<file path="config.mk">
export PLATFORM = sky130hd
export DESIGN_NAME = ssbcr_regs
export DESIGN_NICKNAME = d
export VERILOG_FILES = /design/src/verilog/ssbcr_regs.v /design/src/verilog/ssbcr_sync2.v /design/src/verilog/ssbcr_mode_dec.v
export VERILOG_INCLUDE_DIRS = /design/src /design/src/include
export SDC_FILE = /design/constraint.sdc
export NUM_CORES = 1
export LEC_CHECK = 0
export ABC_AREA = 1
export BUFFER_PORTS_ARGS = -buffer_cell sky130_fd_sc_hd__buf_2
export CAP_MARGIN = 20
export CELL_PAD_IN_SITES_DETAIL_PLACEMENT = 0
export CELL_PAD_IN_SITES_GLOBAL_PLACEMENT = 1
export CORE_ASPECT_RATIO = 0.5
export CORE_MARGIN = 2
export CORE_UTILIZATION = 40
export DETAILED_ROUTE_END_ITERATION = 8
export GPL_ROUTABILITY_DRIVEN = 1
export PLACE_DENSITY = 0.79
export SLEW_MARGIN = 25
export SYNTH_ARGS = -nofsm -noshare
export SYNTH_HDL_FRONTEND = slang
export SYNTH_SLANG_ARGS = --single-unit
</file>
<file path="constraint.sdc">
create_clock -name i_ref_clk -period 2.21 [get_ports i_ref_clk]
set_input_delay 0.1105 -clock i_ref_clk [delete_from_list [all_inputs] [get_ports i_ref_clk]]
set_output_delay 0.1105 -clock i_ref_clk [all_outputs]
set_load 0.01 [all_outputs]
</file>
<file path="src/include/ssbcr_defs.vh">
`ifndef SSBCR_DEFS_VH
`define SSBCR_DEFS_VH
// ----------------------------------------
// register offsets within the 16-location window
// ----------------------------------------
`define SSBCR_WIN_SIZE 16
`define SSBCR_OFF_STATUS 4'h4
`define SSBCR_OFF_LINE_CTRL 4'h5
`define SSBCR_OFF_LOOP_CLK 4'h6
`define SSBCR_OFF_CID_LO 4'he
`define SSBCR_OFF_CID_HI 4'hf
// ----------------------------------------
// field positions
// ----------------------------------------
`define SSBCR_ST_IRQ_BIT 6
`define SSBCR_ST_DSR_BIT 0
`define SSBCR_LC_TIMING_SW_BIT 7
`define SSBCR_LC_ECHO_DIS_BIT 6
`define SSBCR_LC_SYNC_RTS_BIT 5
`define SSBCR_LC_SYNC_CTS_BIT 4
`define SSBCR_LC_MODE_MSB 3
`define SSBCR_LC_MODE_LSB 0
`define SSBCR_LK_REMOTE_BIT 3
`define SSBCR_LK_LOCAL_BIT 2
`define SSBCR_LK_TSRC_BIT 1
`define SSBCR_LK_RXC_BIT 0
// ----------------------------------------
// line mode codes
// ----------------------------------------
`define SSBCR_MODE_HIZ 4'h0
`define SSBCR_MODE_RS232 4'h2
`define SSBCR_MODE_RS485_TERM 4'h4
`define SSBCR_MODE_RS485 4'h5
`define SSBCR_MODE_SE_LOOP 4'ha
`define SSBCR_MODE_DIFF_LOOP 4'hb
`define SSBCR_MODE_RS530 4'hd
`define SSBCR_MODE_V35 4'he
`define SSBCR_MODE_RS530A 4'hf
// ----------------------------------------
// reset values
// ----------------------------------------
`define SSBCR_RST_LINE_CTRL 8'h00
`define SSBCR_RST_LOOP_CLK 4'h0
`define SSBCR_CID_DEFAULT 16'hffff
// ----------------------------------------
// timing: reference oscillator for the controller baud generator, and the 10 MHz system clock
// ----------------------------------------
`define SSBCR_REF_OSC_HZ 7372800
`define SSBCR_SYS_CLK_HZ 10000000
`endif

</file>
<file path="src/verilog/ssbcr_regs.v">
`timescale 1ns/1ps
`include "ssbcr_defs.vh"
module ssbcr_regs #(
   parameter [15:0] CUSTOMER_ID = `SSBCR_CID_DEFAULT
) (
   input wire i_ref_clk,
   input wire i_rst,
   input wire i_cs,
   input wire [3:0] i_addr,
   input wire i_rd,
   input wire i_wr,
   input wire [7:0] i_wdata,
   output reg [7:0] o_rdata,
   output reg o_rdata_valid,
   input wire i_controller_irq_n,
   input wire i_dataset_ready_n,
   input wire i_rts_line,
   input wire i_cts_line,
   input wire i_rx_clk_line,
   input wire i_tx_clk_line,
   input wire i_controller_trx_clock_pin,
   input wire i_peripheral_clk,
   input wire i_ref_osc_clk,
   input wire i_tx_driver_en,
   output reg o_controller_sync_pin,
   output reg o_controller_rtx_clock_pin,
   output reg o_tx_element_timing_out,
   output reg o_tx_timing_en,
   output reg o_baud_ref_clk,
   output reg o_echo_disable,
   output reg [3:0] o_line_mode_code,
   output reg o_mode_supported,
   output reg o_drivers_en,
   output reg o_differential,
   output reg o_loopback_mode,
   output reg o_two_wire,
   output reg o_term_en,
   output reg o_remote_loop_ctrl,
   output reg o_local_loop_ctrl
);
   // ----------------------------------------
   // pin synchronisers
   // ----------------------------------------
   wire irq_n_s;
   wire dsr_n_s;
   wire rts_s;
   wire cts_s;
   wire rxc_s;
   wire txc_s;
   wire trxc_s;
   wire pclk_s;
   wire osc_s;
   wire txen_s;
   wire [9:0] pin_raw = {i_tx_driver_en, i_ref_osc_clk, i_peripheral_clk, i_controller_trx_clock_pin,
                         i_tx_clk_line, i_rx_clk_line, i_cts_line, i_rts_line, i_dataset_ready_n,
                         i_controller_irq_n};
   wire [9:0] pin_s;
   genvar g;
   generate
      for (g = 0; g < 10; g = g + 1) begin : g_sync
         ssbcr_sync2 u_sync (
            .i_ref_clk(i_ref_clk),
            .i_rst(i_rst),
            .i_rst_val(1'b1),
            .i_async(pin_raw[g]),
            .o_sync(pin_s[g])
         );
      end
   endgenerate
   assign {txen_s, osc_s, pclk_s, trxc_s, txc_s, rxc_s, cts_s, rts_s, dsr_n_s, irq_n_s} = pin_s;

   // ----------------------------------------
   // control registers
   // ----------------------------------------
   reg [7:0] line_interface_control_r;
   reg [3:0] loop_and_clock_select_r;
   wire in_window = i_cs && ({28'h0, i_addr} < `SSBCR_WIN_SIZE);
   wire wr_line = in_window && i_wr && (i_addr == `SSBCR_OFF_LINE_CTRL);
   wire wr_loop = in_window && i_wr && (i_addr == `SSBCR_OFF_LOOP_CLK);

   always @(posedge i_ref_clk) begin
      if (i_rst) begin
         line_interface_control_r <= `SSBCR_RST_LINE_CTRL;
         loop_and_clock_select_r <= `SSBCR_RST_LOOP_CLK;
      end else begin
         if (wr_line) begin
            line_interface_control_r <= i_wdata;
         end
         if (wr_loop) begin
            loop_and_clock_select_r <= i_wdata[3:0];
         end
         // writes to the status offset carry no storage and are dropped
      end
   end

   // ----------------------------------------
   // read path, answered one cycle after the strobe
   // ----------------------------------------
   reg [7:0] rdata_nxt;
   always @* begin
      rdata_nxt = 8'h00;
      case (i_addr)
         `SSBCR_OFF_STATUS: begin
            rdata_nxt[`SSBCR_ST_IRQ_BIT] = irq_n_s;
            rdata_nxt[`SSBCR_ST_DSR_BIT] = dsr_n_s;
         end
         `SSBCR_OFF_LINE_CTRL: begin
            rdata_nxt = line_interface_control_r;
         end
         `SSBCR_OFF_LOOP_CLK: begin
            rdata_nxt = {4'h0, loop_and_clock_select_r};
         end
         `SSBCR_OFF_CID_LO: begin
            rdata_nxt = CUSTOMER_ID[7:0];
         end
         `SSBCR_OFF_CID_HI: begin
            rdata_nxt = CUSTOMER_ID[15:8];
         end
         default: begin
            rdata_nxt = 8'h00;
         end
      endcase
   end

   always @(posedge i_ref_clk) begin
      if (i_rst) begin
         o_rdata <= 8'h00;
         o_rdata_valid <= 1'b0;
      end else begin
         o_rdata_valid <= in_window && i_rd;
         if (in_window && i_rd) begin
            o_rdata <= rdata_nxt;
         end
      end
   end

   // ----------------------------------------
   // line mode decode
   // ----------------------------------------
   wire dec_supported;
   wire dec_term;
   wire dec_drv;
   wire dec_diff;
   wire dec_loop;
   wire dec_two;
   ssbcr_mode_dec u_dec (
      .i_line_mode_code(line_interface_control_r[`SSBCR_LC_MODE_MSB:`SSBCR_LC_MODE_LSB]),
      .o_supported(dec_supported),
      .o_term_en(dec_term),
      .o_drivers_en(dec_drv),
      .o_differential(dec_diff),
      .o_loopback(dec_loop),
      .o_two_wire(dec_two)
   );

   // ----------------------------------------
   // routing outputs, all registered
   // ----------------------------------------
   wire sync_rts_sel = line_interface_control_r[`SSBCR_LC_SYNC_RTS_BIT];
   wire sync_cts_sel = line_interface_control_r[`SSBCR_LC_SYNC_CTS_BIT];
   wire timing_follows_tx_driver = line_interface_control_r[`SSBCR_LC_TIMING_SW_BIT];
   reg sync_nxt;
   reg tx_element_timing_out_nxt;
   always @* begin
      // an unselected source holds high so both selects combine by and
      sync_nxt = 1'b1;
      if (sync_rts_sel) begin
         sync_nxt = sync_nxt & rts_s;
      end
      if (sync_cts_sel) begin
         sync_nxt = sync_nxt & cts_s;
      end
      tx_element_timing_out_nxt = loop_and_clock_select_r[`SSBCR_LK_TSRC_BIT] ? txc_s : trxc_s;
   end

   always @(posedge i_ref_clk) begin
      if (i_rst) begin
         o_controller_sync_pin <= 1'b1;
         o_controller_rtx_clock_pin <= 1'b0;
         o_tx_element_timing_out <= 1'b0;
         o_tx_timing_en <= 1'b0;
         o_baud_ref_clk <= 1'b0;
         o_echo_disable <= 1'b0;
         o_line_mode_code <= 4'h0;
         o_mode_supported <= 1'b1;
         o_drivers_en <= 1'b0;
         o_differential <= 1'b0;
         o_loopback_mode <= 1'b0;
         o_two_wire <= 1'b0;
         o_term_en <= 1'b0;
         o_remote_loop_ctrl <= 1'b0;
         o_local_loop_ctrl <= 1'b0;
      end else begin
         o_controller_sync_pin <= sync_nxt;
         o_controller_rtx_clock_pin <= loop_and_clock_select_r[`SSBCR_LK_RXC_BIT] ? pclk_s : rxc_s;
         o_tx_element_timing_out <= tx_element_timing_out_nxt;
         // timing driver either tracks the data driver or stays on whenever drivers are on
         o_tx_timing_en <= dec_drv & (timing_follows_tx_driver ? txen_s : 1'b1);
         // the baud reference is only passed through; sampling at 10 MHz limits its fidelity
         o_baud_ref_clk <= osc_s;
         o_echo_disable <= line_interface_control_r[`SSBCR_LC_ECHO_DIS_BIT];
         o_line_mode_code <= line_interface_control_r[`SSBCR_LC_MODE_MSB:`SSBCR_LC_MODE_LSB];
         o_mode_supported <= dec_supported;
         o_drivers_en <= dec_drv;
         o_differential <= dec_diff;
         o_loopback_mode <= dec_loop;
         o_two_wire <= dec_two;
         o_term_en <= dec_term;
         o_remote_loop_ctrl <= loop_and_clock_select_r[`SSBCR_LK_REMOTE_BIT];
         o_local_loop_ctrl <= loop_and_clock_select_r[`SSBCR_LK_LOCAL_BIT];
      end
   end
endmodule // ssbcr_regs

</file>
<file path="src/verilog/ssbcr_sync2.v">
`timescale 1ns/1ps
// two-stage synchroniser for one pin level
module ssbcr_sync2 (
   input wire i_ref_clk,
   input wire i_rst,
   input wire i_rst_val,
   input wire i_async,
   output reg o_sync
);
   reg meta_r;
   always @(posedge i_ref_clk) begin
      if (i_rst) begin
         // synchronous reset, so the idle level can come from the instance
         meta_r <= i_rst_val;
         o_sync <= i_rst_val;
      end else begin
         meta_r <= i_async;
         o_sync <= meta_r;
      end
   end
endmodule // ssbcr_sync2

</file>
<file path="src/verilog/ssbcr_mode_dec.v">
`timescale 1ns/1ps
`include "ssbcr_defs.vh"
// decodes the line mode code into transceiver controls
module ssbcr_mode_dec (
   input wire [3:0] i_line_mode_code,
   output reg o_supported,
   output reg o_term_en,
   output reg o_drivers_en,
   output reg o_differential,
   output reg o_loopback,
   output reg o_two_wire
);
   always @* begin
      o_supported = 1'b1;
      o_term_en = 1'b0;
      o_drivers_en = 1'b1;
      o_differential = 1'b0;
      o_loopback = 1'b0;
      o_two_wire = 1'b0;
      case (i_line_mode_code)
         `SSBCR_MODE_HIZ: begin
            o_drivers_en = 1'b0;
         end
         `SSBCR_MODE_RS232: begin
            o_differential = 1'b0;
         end
         `SSBCR_MODE_RS485_TERM: begin
            o_differential = 1'b1;
            o_two_wire = 1'b1;
            o_term_en = 1'b1;
         end
         `SSBCR_MODE_RS485: begin
            o_differential = 1'b1;
            o_two_wire = 1'b1;
         end
         `SSBCR_MODE_SE_LOOP: begin
            o_loopback = 1'b1;
         end
         `SSBCR_MODE_DIFF_LOOP: begin
            o_loopback = 1'b1;
            o_differential = 1'b1;
         end
         `SSBCR_MODE_RS530, `SSBCR_MODE_RS530A, `SSBCR_MODE_V35: begin
            o_differential = 1'b1;
            o_term_en = 1'b1;
         end
         default: begin
            // unsupported codes are treated like high impedance so nothing drives the cable
            o_supported = 1'b0;
            o_drivers_en = 1'b0;
         end
      endcase
   end
endmodule // ssbcr_mode_dec

</file>
# == Word-level counts from Yosys, hierarchy flattened ==
# Cells that the tools add are included.
# classes
eq_ne,13
n_mux,15
n_bitwise,2
reduce_logical,12
# op_table
op,n
$eq A4 B4 Y1 const B,7
$eq A4 B3 Y1 const B,5
$pmux W5 S3,1
$mux W1,11
$reduce_or A9 Y1,1
$reduce_or A8 Y1,1
$reduce_or A2 Y1,3
$reduce_or A6 Y1,1
$eq A4 B2 Y1 const B,1
$logic_and A1 B1 Y1,4
$logic_not A4 Y1,1
$pmux W1 S4,1
$reduce_or A4 Y1,1
$pmux W1 S3,1
$and A1 B1 Y1,2
$pmux W1 S2,1
# word_totals
ff_bits,59
inputBits,27
output_inout_bits,27
word_cells,81

# == Longest topological paths before layout ==
# depth
depth_word,4
mapped_depth,8
ltp_nobuf,8

# == Cells and area by module ==
# A second synthesis with hierarchy kept.
# hier_totals
hier_cells,285
hier_area_um2,2148.3
# modules_own_cells
module,n_inst,cells_per_inst,area_each_um2,seq_area_each_um2
ssbcr_regs,1,173,1391.3,780.7
ssbcr_sync2,10,8,62.6,40.0
ssbcr_mode_dec,1,32,131.4,0.0

# == Worst setup path before layout ==
# Ideal clock, no wire load.
# synth_path
kind,register to register
from,reg line_interface_control_r[0]
to,reg o_mode_supported
setup_time_ps,118
arrival_ps,900
required_ps,2092
setup_slack_ps,1192
path_stages_with_launch,7
path_buffers,0
synth_period_minus_slack_ps,1018
path_cell_list,dfxtp_1 > nor2_1 > nor2_1 > nor2_1 > nand2_1 > a31oi_1 > nand2_1
# synth_via
elab_chain_len,3
elab_cells_between_ends,11
cone_classes,eq/ne (8); mux (1); reduce/logical (2)
# synth_rtl
item,line_no,source
from (decl),ssbcr_regs.v:75,reg [7:0] line_interface_control_r;
from (signal assigned),ssbcr_regs.v:83,line_interface_control_r <= `SSBCR_RST_LINE_CTRL;
from (signal assigned),ssbcr_regs.v:87,line_interface_control_r <= i_wdata;
$eq A4 B2 Y1 (tied with other cells),ssbcr_mode_dec.v:20,case (i_line_mode_code)
$reduce_or A9 Y1 (no line) (*),n/a,
$mux W1 (*),ssbcr_mode_dec.v:20,
to (signal assigned),ssbcr_regs.v:203,o_mode_supported <= dec_supported;
to (decl),ssbcr_regs.v:32,"output reg o_mode_supported,"
# Every way passes the cells marked *; elsewhere a longest branch is shown, timed or not.
# A chain may end at the register's enable or synchronous reset.

# == Final worst setup path ==
# layout_path
from,reg line_interface_control_r[1]
to,reg o_mode_supported
# Same word-level chain as after synthesis.

==> summary.txt <==
Yosys
  • Main combinational cell family by area after synthesis: simple AND/OR/NAND/NOR gates
  • Simple-gate portion of the synthesized area: around 23%
  • Compound-Gate Fraction of Synth Area: between 10% and 20%
  • Post-Syn Nets: about 250
  • Post-Synth XOR/XNOR Area: 0%
  • Synth cell types: 24
  • Seq/Total Area, Yosys: around 60%
  • Mux cell area share after synthesis: 0%
  • Mapped cell area: roughly 2000 um2
  • Yosys reg bits: just under 60
  • Adder-Cell Fraction of Synth Area: 0%
  • Mean post-synth cell area: between 8 and 9 um2
  • Synthesized instance count: 220
  • Syn. warnings: 0

Pwr
  • Worst VDD drop: ~370 uV
  • Leak: about 1.1 nW
  • Design Power: between 2 and 2.5 mW
  • Pwr Density: between 800 and 900 nW/um2

Clock network
  • Max clock buf depth: 2
  • Clock Sinks: between 50 and 60
  • Clock Latency Late Sink: around 330 ps
  • H-tree lvl count: 3
  • Num CTS Buffers: 9
  • Post_cts resized: 0
  • Worst-path clk slew: roughly 60 ps
  • CTS Root Cell: clkbuf_8
  • CTS tree: built

Drt
  • Post-DR wirelength/cell: between 10 and 15 um
  • Initial detailed-routing violation count: approximately 60
  • WL final: about 3.8 mm
  • Via-per-instance ratio: approximately 4.4
  • Routed vias: about 1,600
  • DRC: 0
  • Routed Antenna Nets: 0
  • 1st-pass router iterations: 4

STA
  • Max-slew headroom: between 60 and 70%
  • Final setup violating endpoints: 0
  • Setup TNS: 0 ps
  • Clock skew: between 4 and 5 ps
  • F_max: 0.824 GHz
  • Fin crit period: 1210 ps
  • WHS: 67.1 ps
  • Setup ws final: approximately 1000 ps
  • Final Max Tran Viols: 0
  • Final Hold Fails: 0
  • Slew @ Worst Pin: between 500 and 600 ps
  • RSZ-0062 raised after global routing: false
  • Fin crit share: ~55%

Floorplanning
  • Core area: 4840 um2
  • Die area: 5550 um2
  • # rows: 18
  • Die span in y: 53.7 um
  • I/O Pins: between 50 and 60
  • Initial Util: slightly above 40%
  • Die width: around 100 um

Global route
  • Grt ovf: 0
  • Largest net degree at the start of global routing: 39
  • Number of global-route vias before repair: between 1,000 and 1,500
  • Initial antenna violation count: 0
  • GRT Resource Usage Total: 14.6%
  • First-pass GRT wire length: 5.78 mm

Worst setup path
  • CP Launch Type: flip-flop
  • Crit Path Category: flip-flop to flip-flop
  • Maximum fanout along the worst path: 6
  • Worst Path Arrival: around 1400 ps
  • CP endpoint kind: flip-flop
  • Critical path required time: roughly 2400 ps

Final layout
  • # nets final: about 310
  • Most frequent cells in the layout: dfxtp_1 (59), buf_2 (53), nand2_1 (22)
  • Post-layout util: 53.4%
  • Layout filler cell count: 488
  • Area occupied by multi-input gates: 673 um2
  • Design area: 2590 um2
  • Most common cell after layout, fill and taps aside: dfxtp_1
  • Share of cells above drive strength 1: about a third
  • Antenna diodes: 0
  • Sequential cell area: between 1000 and 1500 um2
  • Non-filler cells, final: between 300 and 400
  • Synthesis-to-finish area growth: 30.9%

Place
  • Dpl ws: between 800 and 900 ps
  • Dpl hpwl: around 2.7 mm
  • Cell Area, Placed: around 2300 um2
  • # port buffers: 53
  • Post-Place Cells: roughly 340
  • Final Wtd Congestion: around 0.8

Worst hold path
  • Min-Delay Path Class: primary input to flip-flop

Job
  • Max cap viols: 0

Status
  • Status: completed
## cells by family after synthesis
logic type	count (synthesis)
AND/OR/NAND/NOR	89
flip-flops	59
buffers and inverters	30
AO/OA/AOI/OAI	42
## repair_timing
item,CTS,global route
buffers inserted,0,0
endpoints found under the hold margin,10,0
hold buffers,10,0
## final cells by class
| cell class | count | share of cell area [%] |
|---|---|---|
| well taps | 70 | 3.38 |
| multi-input cells | 131 | 26.0 |
| clock buffers | 11 | 5.46 |
| clock inverters | 5 | 2.03 |
| inverters | 23 | 3.34 |
| flip-flops and latches | 59 | 45.6 |
| repair buffers | 63 | 14.1 |
## routing by layer
metal / GRT usage [%] / wire, um / share of wire, % / vias to the layer above
met3: 7.01 / 210 / 5.5 / 6
li1: - / - / - / 848
met5: 0 / 0 / 0 / -
met4: 7.24 / 57 / 1.5 / 0
met2: 22.2 / 1700 / 45 / 35
met1: 17.6 / 1840 / 48 / 696
## cell usage after synthesis, drive strengths merged
library cell / instances / area, um2
o21ai: 18 / 90.1
nand3: 19 / 105
o211ai: 1 / 7.51
buf: 3 / 21.3
nor4: 3 / 25.0
o22ai: 1 / 6.26
o21bai: 1 / 7.51
clkbuf: 4 / 15.0
a21oi: 20 / 100
nor2: 22 / 100
dfxtp: 59 / 1180
a31oi: 1 / 6.26
nor3: 1 / 5.00
nand2: 24 / 95.1
or2: 20 / 125
inv: 23 / 86.3
## worst max-delay path, stage by stage (launching register included)
cell and delay (ps):
dfxtp_1 370, nor2_1 200, nor2_1 80, nor2_1 130, nand2_1 100, a31oi_1 160, nand2_1 60
## flip-flops by register name, summed over array words and instances (netlist names), 4 cells and up
signal and cells:
g_sync.u_sync.meta_r 10, g_sync.u_sync.o_sync 10, line_interface_control_r 8, loop_and_clock_select_r 4
o_line_mode_code 4, o_rdata 8
## where the power goes
group	switching, mW	internal, mW	total (mW)
Clock	0.399	0.545	0.944
Combinational	0.0731	0.0634	0.137
Sequential	0.0104	1.10	1.11
Total	0.482	1.70	2.19
## path summary, 6_finish.rpt
check,startpoint,endpoint,slack (ps),cells past startpoint
hold reg to reg,g_sync[0].u_sync.meta_r,g_sync[0].u_sync.o_sync,410,1
setup / recovery,line_interface_control_r[1],o_mode_supported,1000,6
setup reg to reg,line_interface_control_r[1],o_mode_supported,1000,6
hold / removal,i_wdata[0],loop_and_clock_select_r[0],70,3
No activity file was read; power rests on OpenSTA's default activity.
